File: src/pkg/header_compare_pkg.sv
package header_compare_pkg;

  // ---------------------------------------------------------------
  // register map (byte addresses)
  // ---------------------------------------------------------------
  localparam int PADDR_BITS = 8;
  localparam logic [7:0] OFS_CONTROL = 8'h00;
  localparam logic [7:0] OFS_ADDRESS = 8'h04;
  localparam logic [7:0] OFS_STATUS = 8'h08;
  localparam logic [7:0] OFS_SYNC_PATTERN = 8'h0c;

  // control fields
  localparam int CTL_DRIVE_TYPE = 0;
  localparam int CTL_WRITE_CHECK = 1;
  localparam int CTL_CLEAR_ENABLE = 2;
  localparam int CTL_SKIP_INHIBIT_N = 3;
  localparam int CTL_COND_LSB = 4;
  localparam int CTL_COND_MSB = 5;

  // status fields
  localparam int STS_COMPARE = 0;
  localparam int STS_MISMATCH_N = 1;
  localparam int STS_SKIP = 2;
  localparam int STS_SYNC = 3;
  localparam int STS_COUNT_LSB = 8;
  localparam int STS_COUNT_MSB = 13;

  // ---------------------------------------------------------------
  // header geometry
  // ---------------------------------------------------------------
  localparam int ADDR_BITS = 20;
  localparam int COUNT_BITS = 6;
  localparam int INDEX_BITS = 5;
  localparam logic [COUNT_BITS-1:0] HDR16_LEN = 6'h10;
  localparam logic [COUNT_BITS-1:0] HDR20_LEN = 6'h20;
  localparam logic [COUNT_BITS-1:0] FIRST_COUNT = 6'h01;
  localparam logic [COUNT_BITS-1:0] SKIP_COUNT = 6'h0e;
  localparam logic [COUNT_BITS-1:0] SEG_HIGH_BASE = 6'h09;
  localparam logic [COUNT_BITS-1:0] SEG_HIGH_END = 6'h0a;
  localparam logic [COUNT_BITS-1:0] SEG_LOW_START = 6'h10;
  localparam logic [COUNT_BITS-1:0] SEG_LOW_END = 6'h18;
  localparam logic [7:0] SYNC_PATTERN_16 = 8'h80;
  localparam logic [7:0] SYNC_PATTERN_20 = 8'h19;
  localparam logic [1:0] COND_TEST_COMPARE = 2'b10;

  // ---------------------------------------------------------------
  // carriers and state
  // ---------------------------------------------------------------
  typedef struct packed {
    logic link_clk;
    logic read_data;
    logic sync_found;
  } link_type;

  typedef struct packed {
    logic [INDEX_BITS-1:0] index;
    logic force_high;
  } slot_type;

  typedef struct packed {
    logic [COUNT_BITS-1:0] count;
    logic serial_bit;
    logic serial_force;
    logic compare;
    logic mismatch_n;
    logic skip;
    logic [7:0] sync_pattern;
    logic clk_prev;
    logic sync_prev;
    logic drive_type;
    logic write_check;
    logic clear_enable;
    logic skip_inhibit_n;
    logic [1:0] cond;
    logic [ADDR_BITS-1:0] address;
    logic pready;
    logic pslverr;
    logic [31:0] prdata;
  } state_type;

  localparam state_type STATE_RESET = '{
    count: 6'h00, serial_bit: 1'b0, serial_force: 1'b0, compare: 1'b1,
    mismatch_n: 1'b1, skip: 1'b0, sync_pattern: SYNC_PATTERN_16,
    clk_prev: 1'b0, sync_prev: 1'b0, drive_type: 1'b0, write_check: 1'b0,
    clear_enable: 1'b0, skip_inhibit_n: 1'b1, cond: 2'b00,
    address: 20'h00000, pready: 1'b0, pslverr: 1'b0, prdata: 32'h00000000};

  // ---------------------------------------------------------------
  // bit order tables
  // ---------------------------------------------------------------
  function automatic slot_type slot_16(input logic [COUNT_BITS-1:0] count);
    slot_type s;
    s.index = count[INDEX_BITS-1:0];
    s.force_high = 1'b0;
    return s;
  endfunction

  // long header: address 9..19, flags, address 0..8, flags
  function automatic slot_type slot_20(input logic [COUNT_BITS-1:0] count);
    slot_type s;
    s.index = '0;
    s.force_high = 1'b1;
    if (count <= SEG_HIGH_END) begin
      s.index = INDEX_BITS'(count + SEG_HIGH_BASE);
      s.force_high = 1'b0;
    end else if (count >= SEG_LOW_START && count <= SEG_LOW_END) begin
      s.index = INDEX_BITS'(count - SEG_LOW_START);
      s.force_high = 1'b0;
    end
    return s;
  endfunction

endpackage

File: src/hdl/bit_synchronizer.sv
module bit_synchronizer #(
  parameter int WIDTH = 3
) (
  input wire logic pclk,
  input wire logic presetn,
  input wire logic [WIDTH-1:0] async_in,
  output logic [WIDTH-1:0] sync_out
);

  // ---------------------------------------------------------------
  // two flop chain
  // ---------------------------------------------------------------
  typedef struct packed {
    logic [WIDTH-1:0] first;
    logic [WIDTH-1:0] second;
  } chain_type;

  chain_type chain_r;
  chain_type chain_nxt;

  always_comb begin
    chain_nxt.first = async_in;
    chain_nxt.second = chain_r.first;
  end

  always_ff @(posedge pclk or negedge presetn) begin
    if (!presetn) begin
      chain_r <= '0;
    end else begin
      chain_r <= chain_nxt;
    end
  end

  assign sync_out = chain_r.second;

endmodule

File: src/hdl/header_comparator.sv
// Behaviour
// - short header: address bit 0 first, 15 last
// - drive type select low short, high long
// - clear enable before sync holds count zero
// - count zero presents first bit, 0 or 9
// - compare held set until sync found
// - sync found presets count to one
// - first link edge samples compare, advances count
// - count runs one ahead of compared bit
// - xor sets compare, feedback keeps it set
// - test select 10 gates compare to result
// - result low active: high match, low mismatch
// - no write check: compare read data
// - short header: read data passes unmasked
// - long header: flag counts force data high
// - long header: flag counts force address high
// - long header: address 19..0 reordered, 9 first
// - long header: skip detector latches data at count 14
// - skip flag is header bit 13
// - sync pattern 80 short, 19 long
module header_comparator #(
  parameter int HDR16_BITS = 16,
  parameter int HDR20_BITS = 32
) (
  input wire logic pclk,
  input wire logic presetn,
  input wire logic psel,
  input wire logic penable,
  input wire logic pwrite,
  input wire logic [header_compare_pkg::PADDR_BITS-1:0] paddr,
  input wire logic [31:0] pwdata,
  output logic [31:0] prdata,
  output logic pready,
  output logic pslverr,
  input wire header_compare_pkg::link_type link_in,
  output logic serial_address_bit,
  output logic mismatch_n,
  output logic skip_sector_detect,
  output logic drive_type_select,
  output logic [7:0] sync_pattern_constant
);

  // ---------------------------------------------------------------
  // parameter check
  // ---------------------------------------------------------------
  generate
    if (HDR16_BITS < 1 || HDR16_BITS > 16 || HDR20_BITS < 25 || HDR20_BITS > 62) begin : g_bad
      $error("header length out of range");
    end
  endgenerate

  localparam logic [header_compare_pkg::COUNT_BITS-1:0] LEN16 =
    header_compare_pkg::COUNT_BITS'(HDR16_BITS);
  localparam logic [header_compare_pkg::COUNT_BITS-1:0] LEN20 =
    header_compare_pkg::COUNT_BITS'(HDR20_BITS);

  // ---------------------------------------------------------------
  // pin synchronisers
  // ---------------------------------------------------------------
  header_compare_pkg::link_type link_s;

  bit_synchronizer #(
    .WIDTH($bits(header_compare_pkg::link_type))
  ) i_bit_synchronizer (
    .pclk(pclk),
    .presetn(presetn),
    .async_in(link_in),
    .sync_out(link_s)
  );

  // ---------------------------------------------------------------
  // state
  // ---------------------------------------------------------------
  header_compare_pkg::state_type s_r;
  header_compare_pkg::state_type s_nxt;
  header_compare_pkg::slot_type slot;
  logic link_rise;
  logic sync_rise;
  logic mux_bit;
  logic masked_data;
  logic step;
  logic access;
  logic mapped;
  logic [header_compare_pkg::COUNT_BITS-1:0] hdr_len;
  logic [31:0] read_word;

  always_comb begin
    s_nxt = s_r;
    link_rise = link_s.link_clk & ~s_r.clk_prev;
    sync_rise = link_s.sync_found & ~s_r.sync_prev;
    s_nxt.clk_prev = link_s.link_clk;
    s_nxt.sync_prev = link_s.sync_found;
    hdr_len = s_r.drive_type ? LEN20 : LEN16;

    // bit select and bit assertion gates
    if (s_r.drive_type) begin
      slot = header_compare_pkg::slot_20(s_r.count);
    end else begin
      slot = header_compare_pkg::slot_16(s_r.count);
    end
    mux_bit = slot.force_high | s_r.address[slot.index];

    // read data modifier
    masked_data = link_s.read_data;
    if (s_r.drive_type && !s_r.write_check && s_r.serial_force) begin
      masked_data = 1'b1;
    end

    step = 1'b0;
    if (!link_s.sync_found) begin
      s_nxt.compare = 1'b1;
      if (s_r.clear_enable) begin
        s_nxt.count = '0;
        s_nxt.skip = 1'b0;
      end
      if (s_r.count == '0) begin
        s_nxt.serial_bit = mux_bit;
        s_nxt.serial_force = slot.force_high;
      end
    end else if (sync_rise) begin
      s_nxt.count = header_compare_pkg::FIRST_COUNT;
      s_nxt.compare = 1'b0;
    end else if (link_rise && !s_r.write_check && s_r.count <= hdr_len) begin
      step = 1'b1;
      s_nxt.compare = s_r.compare | (s_r.serial_bit ^ masked_data);
      s_nxt.count = s_r.count + header_compare_pkg::FIRST_COUNT;
      s_nxt.serial_bit = mux_bit;
      s_nxt.serial_force = slot.force_high;
      if (s_r.drive_type && s_r.skip_inhibit_n && s_r.count == header_compare_pkg::SKIP_COUNT) begin
        s_nxt.skip = link_s.read_data;
      end
    end

    // condition test of the result
    if (s_r.cond == header_compare_pkg::COND_TEST_COMPARE) begin
      s_nxt.mismatch_n = ~s_r.compare;
    end else begin
      s_nxt.mismatch_n = 1'b1;
    end
    s_nxt.sync_pattern = s_r.drive_type ? header_compare_pkg::SYNC_PATTERN_20 :
                         header_compare_pkg::SYNC_PATTERN_16;

    // ---------------------------------------------------------------
    // apb slave
    // ---------------------------------------------------------------
    mapped = (paddr == header_compare_pkg::OFS_CONTROL) ||
             (paddr == header_compare_pkg::OFS_ADDRESS) ||
             (paddr == header_compare_pkg::OFS_STATUS) ||
             (paddr == header_compare_pkg::OFS_SYNC_PATTERN);
    read_word = '0;
    case (paddr)
      header_compare_pkg::OFS_CONTROL: begin
        read_word[header_compare_pkg::CTL_DRIVE_TYPE] = s_r.drive_type;
        read_word[header_compare_pkg::CTL_WRITE_CHECK] = s_r.write_check;
        read_word[header_compare_pkg::CTL_CLEAR_ENABLE] = s_r.clear_enable;
        read_word[header_compare_pkg::CTL_SKIP_INHIBIT_N] = s_r.skip_inhibit_n;
        read_word[header_compare_pkg::CTL_COND_MSB:header_compare_pkg::CTL_COND_LSB] = s_r.cond;
      end
      header_compare_pkg::OFS_ADDRESS: begin
        read_word[header_compare_pkg::ADDR_BITS-1:0] = s_r.address;
      end
      header_compare_pkg::OFS_STATUS: begin
        read_word[header_compare_pkg::STS_COMPARE] = s_r.compare;
        read_word[header_compare_pkg::STS_MISMATCH_N] = s_r.mismatch_n;
        read_word[header_compare_pkg::STS_SKIP] = s_r.skip;
        read_word[header_compare_pkg::STS_SYNC] = link_s.sync_found;
        read_word[header_compare_pkg::STS_COUNT_MSB:header_compare_pkg::STS_COUNT_LSB] =
          s_r.count;
      end
      header_compare_pkg::OFS_SYNC_PATTERN: begin
        read_word[7:0] = s_r.sync_pattern;
      end
      default: begin
        read_word = '0;
      end
    endcase

    access = psel & penable & ~s_r.pready;
    s_nxt.pready = access;
    s_nxt.pslverr = access & ~mapped;
    if (access) begin
      s_nxt.prdata = pwrite ? 32'h00000000 : read_word;
    end
    if (psel && penable && s_r.pready && pwrite && !s_r.pslverr) begin
      if (paddr == header_compare_pkg::OFS_CONTROL) begin
        s_nxt.drive_type = pwdata[header_compare_pkg::CTL_DRIVE_TYPE];
        s_nxt.write_check = pwdata[header_compare_pkg::CTL_WRITE_CHECK];
        s_nxt.clear_enable = pwdata[header_compare_pkg::CTL_CLEAR_ENABLE];
        s_nxt.skip_inhibit_n = pwdata[header_compare_pkg::CTL_SKIP_INHIBIT_N];
        s_nxt.cond = pwdata[header_compare_pkg::CTL_COND_MSB:header_compare_pkg::CTL_COND_LSB];
      end
      if (paddr == header_compare_pkg::OFS_ADDRESS) begin
        s_nxt.address = pwdata[header_compare_pkg::ADDR_BITS-1:0];
      end
    end
  end

  always_ff @(posedge pclk or negedge presetn) begin
    if (!presetn) begin
      s_r <= header_compare_pkg::STATE_RESET;
    end else begin
      s_r <= s_nxt;
    end
  end

  // ---------------------------------------------------------------
  // outputs
  // ---------------------------------------------------------------
  assign prdata = s_r.prdata;
  assign pready = s_r.pready;
  assign pslverr = s_r.pslverr;
  assign serial_address_bit = s_r.serial_bit;
  assign mismatch_n = s_r.mismatch_n;
  assign skip_sector_detect = s_r.skip;
  assign drive_type_select = s_r.drive_type;
  assign sync_pattern_constant = s_r.sync_pattern;
endmodule

File: config.mk
export PLATFORM = sky130hd
export DESIGN_NAME = header_comparator
export DESIGN_NICKNAME = d
export VERILOG_FILES = /design/src/pkg/header_compare_pkg.sv /design/src/hdl/bit_synchronizer.sv /design/src/hdl/header_comparator.sv
export SDC_FILE = /design/constraint.sdc
export NUM_CORES = 1
export LEC_CHECK = 0
export CORE_AREA = 2 2 65 114
export DETAILED_ROUTE_END_ITERATION = 8
export DIE_AREA = 0 0 67 116
export DONT_BUFFER_PORTS = 1
export HOLD_SLACK_MARGIN = 0.12
export PLACE_DENSITY_LB_ADDON = 0.25
export REMOVE_ABC_BUFFERS = 1
export SYNTH_ARGS = -nofsm -noshare
export SYNTH_HDL_FRONTEND = slang
export SYNTH_SLANG_ARGS = --single-unit
File: constraint.sdc
create_clock -name pclk -period 7.68 [get_ports pclk]
set_clock_uncertainty 0.15 [all_clocks]
set_input_delay 0 -clock pclk [delete_from_list [all_inputs] [get_ports pclk]]
set_output_delay 0 -clock pclk [all_outputs]
set_load 0.03 [all_outputs]
Word level (Yosys, flattened, before mapping)
Index checks and enable logic that the tools add are counted.

Bits of input ports: 48. Logic and storage cells: 102. Output and inout port bits: 46. Register bits after elaboration: 87.

$add $sub $neg: 3. Mux-type cells: 27. Reductions and logical operators: 25. Equal/unequal tests: 9. Bitwise logic cells: 13. Magnitude comparators: 5.

Operators with widths (number): $mux W6 (7); $mux W20 (1); $mux W9 (2); $eq A8 B4 Y1 const B (2); $pmux W4 S4 (1); $pmux W6 S2 (1); $logic_and A1 B1 Y1 (11); $mux W1 (9); $eq A8 B3 Y1 const B (1); $logic_not A8 Y1 (1); $mux W8 (1); $add A6 B1 Y6 const B (1); $eq A6 B4 Y1 const B (1); $ge A6 B5 Y1 const B (1); $le A6 B4 Y1 const B (1); $le A6 B5 Y1 const B (1); $le A6 B6 Y1 (1); $logic_not A6 Y1 (1); $lt A5 B6 Y1 const B (1); $ne A2 B2 Y1 const B (3); $pmux W2 S3 (1); $reduce_and A2 Y1 (3); $add A5 B4 Y5 const B (1); $and A1 B1 Y1 (5); other kinds (14) (24).

Logic depth before layout (Yosys ltp)
Gate-level depths: netlist of the first run.

Depth in word-level cells: 11. Gate-level depth with buffers: 11. Mapped depth without buffers: 9.

Hierarchy
A second synthesis of the first run with hierarchy kept.

Cell total of the unflattened synthesis: 306. Area, all modules: 3557.2 sq um.

Modules (own cells, without submodules): header_comparator (cells each 300, times used 1, seq. area each 1581.5 sq um, area an instance 3407.0 sq um); bit_synchronizer (cells each 6, times used 1, seq. area each 150.1 sq um, area an instance 150.1 sq um).

Least setup slack after synthesis of the first run
Ideal clock, no wire load.

Path type: register -> register. Start point: reg s_r[75] (netlist bit). End point: reg s_r, in the netlist serial_address_bit. Library setup time: 0.137 ns. Required time: 7.393 ns. Period minus slack after synthesis: 2.570 ns. Path buffers: 1. Setup slack: 5.110 ns. Cell stages (with the launch flop): 10. Arrival time: 2.284 ns. Path through: dfrtp_1 buf_6 inv_1 ha_1 o311a_4 a32oi_4 mux2_1 o211a_1 o21ai_1 a32oi_1.

Word-level cells in the longest chain between the ends: 11. Elaborated cells on any way between the ends: 22. Classes of those cells: add/sub (2); order compare (4); eq/ne (1); mux (9); bitwise (1); reduce/logical (5).

RTL lines: from (decl) (line header_comparator.sv:74) `header_compare_pkg::state_type s_r;`; from (signal assigned) (line header_comparator.sv:200) `s_r <= header_compare_pkg::STATE_RESET;`; from (signal assigned) (line header_comparator.sv:202) `s_r <= s_nxt;`; $ge A6 B5 Y1 / $le A6 B5 Y1 (equally long branches) (line header_compare_pkg.sv:106) `end else if (count >= SEG_LOW_START && count <= SEG_LOW_END) begin`; $logic_and A1 B1 Y1 (line header_compare_pkg.sv:106); $mux W6 (line header_compare_pkg.sv:106); $mux W6 (line header_compare_pkg.sv:103) `if (count <= SEG_HIGH_END) begin`; $mux W6 (line header_comparator.sv:96) `if (s_r.drive_type) begin`; $bmux W1 S5 (line header_comparator.sv:101) `mux_bit = slot.force_high | s_r.address[slot.index];`; $mux W1 (implied by the code) (line header_comparator.sv:101); $or A1 B1 Y1 (line header_comparator.sv:101); $mux W9 (line header_comparator.sv:123) `end else if (link_rise && !s_r.write_check && s_r.count <= hdr_len) begin`; $mux W2 (line header_comparator.sv:120) `end else if (sync_rise) begin`; $mux W9 (line header_comparator.sv:110) `if (!link_s.sync_found) begin`.

Parallel ways exist; a longest one is shown, timed or not. The select of a mux whose other input is x is not followed. A chain may end at the register's enable or synchronous reset.

Worst setup path in the final report of the first run
Start point: reg s_r, in the netlist drive_type_select. End point: reg s_r, in the netlist serial_address_bit.

Elaborated cells on any way between the ends: 13. Classes of those cells: order compare (1); eq/ne (1); mux (8); bitwise (1); reduce/logical (2).

RTL lines: $mux W6 (line header_comparator.sv:93) `hdr_len = s_r.drive_type ? LEN20 : LEN16;`; net hdr_len, one bit (line header_comparator.sv:84) `logic [header_compare_pkg::COUNT_BITS-1:0] hdr_len;`; $le A6 B6 Y1 (line header_comparator.sv:123); $logic_and A1 B1 Y1 (line header_comparator.sv:123); $ne A2 B2 Y1 (no source line); $reduce_and A3 Y1 (no source line).

The timed path passes the listed nets, and every way through them passes these cells. The select of a mux whose other input is x is not followed.

==> metrics.cfg, run 1 <==
[run_status]
outcome=completed

[logic_synthesis]
synth_edf_count=0
syn_avg_cell_area_um2=10.95
synth_area_um2=3667
ys_seq_elements=69
synth-async-reset-ratio=1.000
synth.distinct_cells=55
yosysSeqAreaShare=0.4722
syn_inst=335
synth_warnings=0
synth_ff_type=dfrtp_1

[critical_path]
rr_startpoint=drive_type_select
criticalPathCategory=flop to flop
critPathLaunchType=flop
startpoint=drive_type_select
cp_data_arrival_time_ns=3.14
reg2reg_depth=9
timing.rr.end=serial_address_bit
r2r_slack_ns=4.58
worstPathMaxFanout=10
endpoint_kind=flop
cp.required_ns=7.72

[sta]
setup_slack_ns=4.578
min_period_ns=3.102
fin_setup_tns_ns=0
max_slew_margin=0.3754
period_share=0.4039
finalHoldWorstSlack_ns=0.1709
setup_viol=0
worst_pin_slew_ns=0.9347
grt_setup_unrepaired=false
final_hold_viol_count=0
max_freq_ghz=0.3224
drv_slew=0

[floorplan]
fp.dieW_um=67
core_area_um2=6807
rows=40
initial_core_util=0.5388
fp.dieH_um=116
io_pins=94
dieArea_um2=7772

[hold_path]
hold-path-endpoint=prdata[2]
hp-class=primary input to flop
hp-start=paddr[0]
holdPathStages=4

[routing]
drt_pass1_iterations=5
wl_mm=7.822
wl_per_cell_um=17.86
ant_nets=0
route.detailed.drc=0
drtIter0Drc=130
routed_via_density=5.801
num_vias=2541

[global_route]
grt_max_degree=66
overflow=0
antenna_found_initial=0
grt_pass1_vias=2515
grt_pass1_wl_mm=12.45
grt_use_total=0.2159

[clock_network]
cts_tree=yes
htreeDepth=3
cts.sinks=69
insertion_delay_ns=0.33
clk_path_buf_depth=2
cts-resized-gates=0
cts_root_buf=clkbuf_16
cts_buffers=9
clkSlewWorstSetupHoldPaths_ns=0.05

[finish]
instances_no_fill=438
finalNetCount=403
final_util=0.6186
drive_gt1_frac=0.1695
final_common_cell=dfrtp_1
diodes=0
syn_to_final_growth_pct=14.81
stdcell_area_um2=4210
mostFrequentLayoutCells=dfrtp_1 (65), dlygate4sd3_1 (42), mux2_2 (26)

[placed_design]
dp_cells=379
dpl_cell_area_um2=3456
dpl.hpwl_mm=5.258
place_congestion=0.8193
pre_cts_ws_ns=4.572
numPortBuffers=0

[power]
power_uw=817.7
pwr-share-clk=0.470
p_sw_uw=183.9
p_comb_frac=0.065
internal_power_uw=633.8
p_per_area_nw_per_um2=194.2
seq_power_share=0.464
switching_share=0.2249
p_leak_nw=2.000
peakVddDrop_uv=173.0

[job]
maxCapViolations=0

==> state kept, by name, indices dropped and copies added, names as in the netlist <==
name,flops
sync_pattern_constant,2
skip_sector_detect,1
i_bit_synchronizer.sync_out,3
serial_address_bit,1
s_r,35
drive_type_select,1
mismatch_n,1
pready,1
pslverr,1
i_bit_synchronizer.chain_nxt,3
prdata,20
==> cell families (layout without fill, tap and decap cells) <==
family                     Yosys count  after routing  share of synthesized area
other                                1             16                   0.001023
buffers and inverters               77             81                     0.1262
AOI/OAI and AO/OA                   67             67                     0.1389
DFF                                 69             69                     0.4722
and+or+nand+nor                     71             71                     0.1047
xor gates and xnor gates             1              1                   0.002389
muxes                               44             44                     0.1375
adders and majority gates            5              5                    0.01706
==> worst max-delay path by stage <==
stage	end	slack [ns]	cells past startpoint
finish	serial_address_bit	4.58	9
CTS	serial_address_bit	4.57	9
detailed placement	serial_address_bit	4.57	9
floorplan	serial_address_bit	5.08	9
global placement	serial_address_bit	4.65	9
global route	serial_address_bit	4.38	9
==> per-layer routing <==
metal / global-route usage / wire (um)
met1: 0.2454 / 3202
met2: 0.3723 / 4041
met3: 0.05146 / 391
met4: 0.1034 / 186
met5: 0 / 0
==> cell usage after synthesis (3+ instances only) <==
| master | n | area, um^2 |
|---|---|---|
| mux2_2 | 26 | 292.8 |
| nor3_1 | 5 | 25.02 |
| and3_1 | 3 | 18.77 |
| nand2b_1 | 3 | 18.77 |
| a22oi_1 | 4 | 30.03 |
| a21oi_1 | 11 | 55.05 |
| a22o_1 | 7 | 61.31 |
| clkbuf_1 | 7 | 26.28 |
| buf_2 | 7 | 35.03 |
| dfstp_2 | 4 | 105.1 |
| o21ai_1 | 3 | 15.01 |
| mux2i_1 | 14 | 140.1 |
| buf_4 | 40 | 300.3 |
| o31ai_1 | 7 | 52.55 |
| nand4_1 | 4 | 25.02 |
| ha_1 | 5 | 62.56 |
| dfrtp_1 | 65 | 1627 |
| a222oi_1 | 6 | 60.06 |
| nor2b_1 | 6 | 37.54 |
| nand2_1 | 23 | 86.33 |
| o21ai_0 | 14 | 70.07 |
| inv_1 | 18 | 67.56 |
| nor2_1 | 13 | 48.80 |
==> worst max-delay path, stage by stage (launching register included) <==
cell and delay, ns:
dfrtp_1 0.78, inv_1 0.28, ha_1 0.38, nor2b_1 0.14, o22ai_1 0.12, and3_1 0.40
nand3_4 0.11, a21boi_1 0.19, a311oi_1 0.27, a32oi_1 0.14
==> final cells by class <==
class / instances / area (um^2)
well taps: 84 / 105.1
clock inverters: 1 / 5.005
repair buffers: 46 / 490.5
multi-input cells: 204 / 1529
inverters: 20 / 75.07
fillers: 575 / 2596
flip-flops and latches: 69 / 1732
clock buffers: 14 / 274.0
==> power groups by stage <==
stage	clock [mW]	combinational (mW)	sequential [mW]
2_1_floorplan	0	0.0231	0.384
6_report	0.385	0.0532	0.380
3_5_place_dp	0	0.0264	0.386
3_3_place_gp	0	0.0256	0.386
5_1_grt	0.407	0.0585	0.380
4_1_cts	0.391	0.0536	0.380
==> timing repair <==
action	in CTS	in global routing
endpoints found under the hold margin	119	0
buffers inserted	0	0
hold buffers	44	0
Power figures use the tool's default switching activity.
==> run 2: changes to the inputs <==
clock period = 2.7 ns   (was 7.68 ns; I/O delays follow)
==> metrics.cfg, run 2 (synthesis results as in run 1) <==
[global_route]
grt_max_degree=70  ; +6.1%
grt_pass1_wl_mm=13.50  ; +8.5%
grt_pass1_vias=2718  ; +8.1%
grt_use_total=0.2320  ; +0.01614
antenna_found_initial=0  ; unchanged
overflow=0  ; unchanged

[sta]
min_period_ns=2.549  ; -0.5530 ns
max_slew_margin=0.6519  ; +0.2765
drv_slew=0  ; unchanged
final_hold_viol_count=0  ; unchanged
setup_viol=0  ; unchanged
max_freq_ghz=0.3924  ; +22%
grt_setup_unrepaired=false
worst_pin_slew_ns=0.5204  ; -0.4142 ns
period_share=0.9440  ; +0.5401
setup_slack_ns=0.1513  ; -4.427 ns
fin_setup_tns_ns=0  ; unchanged

[routing]
drtIter0Drc=184  ; +42%
drt_pass1_iterations=4  ; -1
wl_per_cell_um=17.61  ; -1.4%
routed_via_density=5.593  ; -3.6%
ant_nets=0  ; unchanged
num_vias=2573  ; +1.3%
route.detailed.drc=0  ; unchanged
wl_mm=8.100  ; +3.6%

[finish]
finalNetCount=424  ; +5.2%
drive_gt1_frac=0.2128  ; +0.04327
fillers=582  ; +1.2%
largest_reg_flops=35  ; unchanged
diodes=0  ; unchanged
syn_to_final_growth_pct=19.99
stdcell_area_um2=4400  ; +4.5%
mostFrequentLayoutCells=dfrtp_1 (65), dlygate4sd3_1 (45), mux2_2 (26)
final_common_cell=dfrtp_1
largest-register=s_r

[clock_network]
cts_setup_buffers=0  ; unchanged
cts_tree=yes
htreeDepth=3  ; unchanged
clkSlewWorstSetupHoldPaths_ns=0.06  ; about the same
clk_path_buf_depth=2  ; unchanged
cts_root_buf=clkbuf_16
insertion_delay_ns=0.33  ; about the same
cts_buffers=9  ; unchanged
cts.sinks=69  ; unchanged

[power]
peakVddDrop_uv=513.2  ; +200%
p_per_area_nw_per_um2=560.5  ; +190%
p_leak_nw=2.104  ; +5.2%
power_mw=2.466  ; +200%

[floorplan]
core_area_um2=6807  ; unchanged
fp.dieW_um=67  ; unchanged
rows=40  ; unchanged
dieArea_um2=7772  ; unchanged
io_pins=94  ; unchanged
initial_core_util=0.5388  ; unchanged
fp.dieH_um=116  ; unchanged

[critical_path]
worstPathCellList=inv_1 > ha_1 > o311a_4 > a32oi_4 > mux2_1 > o211a_1 > o21ai_1 > a32oi_1
slowest_delay_ns=0.43  ; -0.35 ns
endpoint_kind=flop
cp_slowest_cell=a32oi_4
critPathLaunchType=flop
path_buf_inv=1  ; unchanged
worstPathMaxFanout=10  ; unchanged
cp_top_family=compound AO/OA/AOI/OAI gates
criticalPathCategory=flop to flop
cp.required_ns=2.75  ; -4.97 ns
cp_data_arrival_time_ns=2.60  ; -0.54 ns

[placed_design]
dpl.hpwl_mm=5.593  ; +6.4%
numPortBuffers=0  ; unchanged
dpl_cell_area_um2=3598  ; +4.1%
place_congestion=0.8088  ; -1.3%
pre_cts_ws_ns=0.1189  ; -4.453 ns

[run_status]
outcome=completed

[job]
maxCapViolations=0  ; unchanged

[hold_path]
hp-class=primary input to flop

-- run 2: cell types whose count changed in the layout (fill, tap and decap cells not counted), sizes merged --
cell and change:
clkbuf -2, buf +18, dlygate4sd3 +3, bufinv +2, clkinvlp +1
-- run 2: metrics by stage --
step                  util  instances  hold WS (ns)
finish              0.6465        460        0.1873
global route        0.6465        460        0.2109
CTS                 0.6458        460        0.1498
detailed placement  0.5287        398       -0.4430
global placement    0.5287        398       -0.4433
floorplan                -        293       -0.4456
-- run 2: final cells by class --
type	instances	area, um^2	share of cell area
Inverter	20	75.07	0.01706
Timing Repair Buffer	67	635.6	0.1444
Multi-Input combinational cell	204	1534	0.3486
Clock buffer	12	246.5	0.05601
Sequential cell	69	1732	0.3935
Clock inverter	4	72.57	0.01649
Tap cell	84	105.1	0.02388
-- run 2: final timing paths --
path	slack (ns)	to	depth (start not counted)	start
max in group asynchronous	1.48	s_r[72]	3	presetn
min	0.19	prdata[1]	4	paddr[0]
min reg2reg	0.20	i_bit_synchronizer.sync_out[2]	0	i_bit_synchronizer.chain_nxt[2]
max	0.15	serial_address_bit	8	s_r[75]
min in group asynchronous	0.60	pslverr	3	presetn
max reg2reg	0.15	serial_address_bit	8	s_r[75]
-- run 2: what timing repair did --
item,in CTS,in global routing
endpoints found under the setup margin,0,1
hold endpoints to repair,120,0
resized for setup,0,1
hold buffers,46,0
-- run 2: layer usage --
| metal | wire length [um] | part of all wire | track usage | up-vias |
|---|---|---|---|---|
| met3 | 351 | 0.043 | 0.05146 | 13 |
| met1 | 3126 | 0.39 | 0.2693 | 1283 |
| met4 | 153 | 0.019 | 0.08571 | 0 |
| li1 | - | - | - | 1216 |
| met2 | 4469 | 0.55 | 0.4092 | 61 |
| met5 | 0 | 0 | 0 | - |
-- run 2: where the power goes --
part	internal [mW]	switching [mW]
Sequential	1.05	0.0289
Combinational	0.0621	0.0904
Clock	0.831	0.403
Total	1.94	0.522
-- run 2: worst min-delay path: cells and delay by family --
family	cells	cell delay, ns
simple gates	3	0.51
compound gates	1	0.12
==> run 3: changes to the inputs <==
ABC_AREA = 1   (was unset)
CELL_PAD_IN_SITES_DETAIL_PLACEMENT = 0   (was unset)
CELL_PAD_IN_SITES_GLOBAL_PLACEMENT = 1   (was unset)
CORE_AREA = 2 2 74 128   (was 2 2 65 114)
DIE_AREA = 0 0 76 130   (was 0 0 67 116)
SYNTH_HIERARCHICAL = 1   (was unset)
==> metrics.cfg, run 3 <==
[run_status]
outcome=completed

[floorplan]
fp.dieW_um=76  ; +13%
fp.dieH_um=130  ; +12%
dieArea_um2=9880  ; +27%
io_pins=94  ; unchanged
rows=46  ; +15%
core_area_um2=8921  ; +31%
initial_core_util=0.4066  ; -0.1322

[critical_path]
path_common_cell=dlygate4sd3_1
cp.required_ns=2.77  ; +0.02 ns
endpoint_kind=flop
criticalPathCategory=primary input to flop
critPathLaunchType=primary input
worstPathCellList=dlygate4sd3_1 > nor2_1 > dlygate4sd3_1 > nand2_1 > inv_1 > dlygate4sd3_1 > nand2_1 > nand2_1 > dlygate4sd3_1 > inv_1
worstPathMaxFanout=4  ; -6
slowest_delay_ns=0.59  ; +0.16 ns
path_buf_inv=6  ; +5
cp_top_family=buffers and inverters
cp_data_arrival_time_ns=2.63  ; +0.03 ns
cp_slowest_cell=dlygate4sd3_1

[clock_network]
insertion_delay_ns=0.33  ; about the same
cts_root_buf=clkbuf_16
cts.sinks=69  ; unchanged
clkSlewWorstSetupHoldPaths_ns=0.05  ; about the same
cts_buffers=9  ; unchanged
htreeDepth=3  ; unchanged
cts_tree=yes
clk_path_buf_depth=2  ; unchanged

[routing]
routed_via_density=4.914  ; -12%
drt_pass1_iterations=4  ; unchanged
num_vias=2801  ; +8.9%
ant_nets=0  ; unchanged
drtIter0Drc=168  ; -8.7%
route.detailed.drc=0  ; unchanged
wl_mm=8.512  ; +5.1%
wl_per_cell_um=14.93  ; -15%

[global_route]
grt_pass1_vias=2803  ; +3.1%
grt_pass1_wl_mm=13.97  ; +3.5%
grt_use_total=0.1830  ; -0.04898
grt_max_degree=70  ; unchanged
antenna_found_initial=0  ; unchanged
overflow=0  ; unchanged

[finish]
finalNetCount=499  ; +18%
final_util=0.4704  ; -0.1761
syn_to_final_growth_pct=15.69
largest_reg_flops=35  ; unchanged
fillers=868  ; +49%
largest-register=s_r
drive_gt1_frac=0.1067  ; -0.1061
diodes=0  ; unchanged
final_common_cell=nand2_1
mostFrequentLayoutCells=nand2_1 (75), dfrtp_1 (65), inv_1 (51)
stdcell_area_um2=4197  ; -4.6%

[power]
peakVddDrop_uv=384.0  ; -25%
p_sw_uw=601.3  ; +15%
seq_power_share=0.463  ; +0.025
p_per_area_nw_per_um2=567.8  ; +1.3%
pwr-share-clk=0.443  ; -0.057
switching_share=0.2524  ; +0.04066
internal_power_mw=1.781  ; -8.4%
p_leak_nw=1.995  ; -5.2%
p_comb_frac=0.095  ; +0.033

[logic_synthesis]
ys_top_cells_by_count=nand2_1 (75), dfrtp_1 (65), inv_1 (51)
synth-async-reset-ratio=1.000  ; unchanged
synth_ff_type=dfrtp_1
syn_avg_cell_area_um2=8.515  ; -22%
yosysSeqAreaShare=0.4774  ; +0.005212
synthTopCellsByArea=dfrtp_1 (45%), buf_4 (8.3%), nand2_1 (7.8%)
synth_warnings=6  ; +6
synth_most_common_cell=nand2_1
synth.top_cell.area_share=0.4484  ; +0.004896
yosys.area.top_type=dfrtp_1
synth.distinct_cells=39  ; -29%
synth_edf_count=0  ; unchanged
synth_area_um2=3627  ; -1.1%
syn_inst=426  ; +27%
ys_seq_elements=69  ; unchanged

[placed_design]
dpl.hpwl_mm=6.084  ; +8.8%
dpl_cell_area_um2=3488  ; -3.1%
place_congestion=0.7883  ; -2.5%
numPortBuffers=0  ; unchanged
pre_cts_ws_ns=0.3434  ; +0.2245 ns

[sta]
setup_slack_ns=0.1478  ; -0.003551 ns
drv_slew=0  ; unchanged
final_hold_viol_count=0  ; unchanged
period_share=0.9453  ; +0.001315
max_freq_ghz=0.3918  ; -0.14%
setup_viol=0  ; unchanged
finalHoldWorstSlack_ns=0.1981  ; +0.01086 ns
min_period_ns=2.552  ; +0.003551 ns

[hold_path]
hp-class=flop to flop

[job]
maxCapViolations=0  ; unchanged

## run 3: cell count changes after synthesis, sizes merged, moves of 7 or more
cell / delta
mux2i: -14
inv: +38
nand3: +33
a22o: -7
a21oi: +8
nor2: +18
mux2: -27
nand2: +57
o21ai: +12
## run 3: cell type report
class | instances | area [um^2] | share of cell area
Multi-Input combinational cell | 260 | 1358 | 0.3235
Inverter | 59 | 224.0 | 0.05337
Sequential cell | 69 | 1732 | 0.4126
Clock inverter | 2 | 10.01 | 0.002385
Tap cell | 120 | 150.1 | 0.03578
Timing Repair Buffer | 47 | 473.0 | 0.1127
Clock buffer | 13 | 250.2 | 0.05963
## run 3: timing repair
action                                 4_1_cts  5_1_grt
gates resized for setup                      0        1
endpoints found under the hold margin      114        0
buffers inserted                             0        2
hold buffers                                41        0
setup endpoints to repair                    0        7
## run 3: worst paths after layout
| check | start | to | cells past startpoint | slack, ns |
|---|---|---|---|---|
| max | paddr[4] | pslverr | 10 | 0.15 |
| min | i_bit_synchronizer/chain_nxt[1] | i_bit_synchronizer/sync_out[1] | 0 | 0.20 |
| max reg2reg | drive_type_select | s_r[80] | 13 | 0.38 |
| min reg2reg | i_bit_synchronizer/chain_nxt[1] | i_bit_synchronizer/sync_out[1] | 0 | 0.20 |
| max in group asynchronous | presetn | sync_pattern_constant[7] | 3 | 1.48 |
| min in group asynchronous | presetn | i_bit_synchronizer/chain_nxt[2] | 3 | 0.59 |
## run 3: routing by layer
layer / GRT usage / share of wire / up-vias
met3: 0.04219 / 0.044 / 13
met1: 0.1937 / 0.38 / 1322
met4: 0.08342 / 0.023 / 0
met5: 0 / 0 / -
li1: - / - / 1379
met2: 0.3456 / 0.55 / 87
## run 3: power groups by stage
stage,sequential [mW],clock (mW),combinational (mW)
4_1_cts,1.10,1.08,0.228
6_report,1.10,1.06,0.225
3_3_place_gp,1.12,0,0.154
3_5_place_dp,1.12,0,0.155
2_1_floorplan,1.11,0,0.125
5_1_grt,1.10,1.13,0.253
## run 3: logic make-up after synthesis
logic type / synth area share
AOI/OAI and AO/OA: 0.1280
adders and majority gates: 0.01725
buffers and inverters: 0.1652
muxes: 0.003104
and+or+nand+nor: 0.2008
xor gates and xnor gates: 0.007245
other: 0.001034
DFF: 0.4774
## run 3: per-stage QoR
step	power (mW)	TNS (ns)	std cells
6_report	2.383	0	570
5_1_grt	2.488	-0.03157	570
4_1_cts	2.407	0	568
3_5_place_dp	1.276	0	512
3_3_place_gp	1.274	0	512
2_1_floorplan	1.237	0	388
## run 3: worst reg2reg max path, delay by kind of cell (launching register included)
family	cells	cell delay, ns
flops	1	0.37
simple gates	6	0.77
buf+inv	3	0.30
fa+ha+maj	1	0.28
compound gates	3	0.34
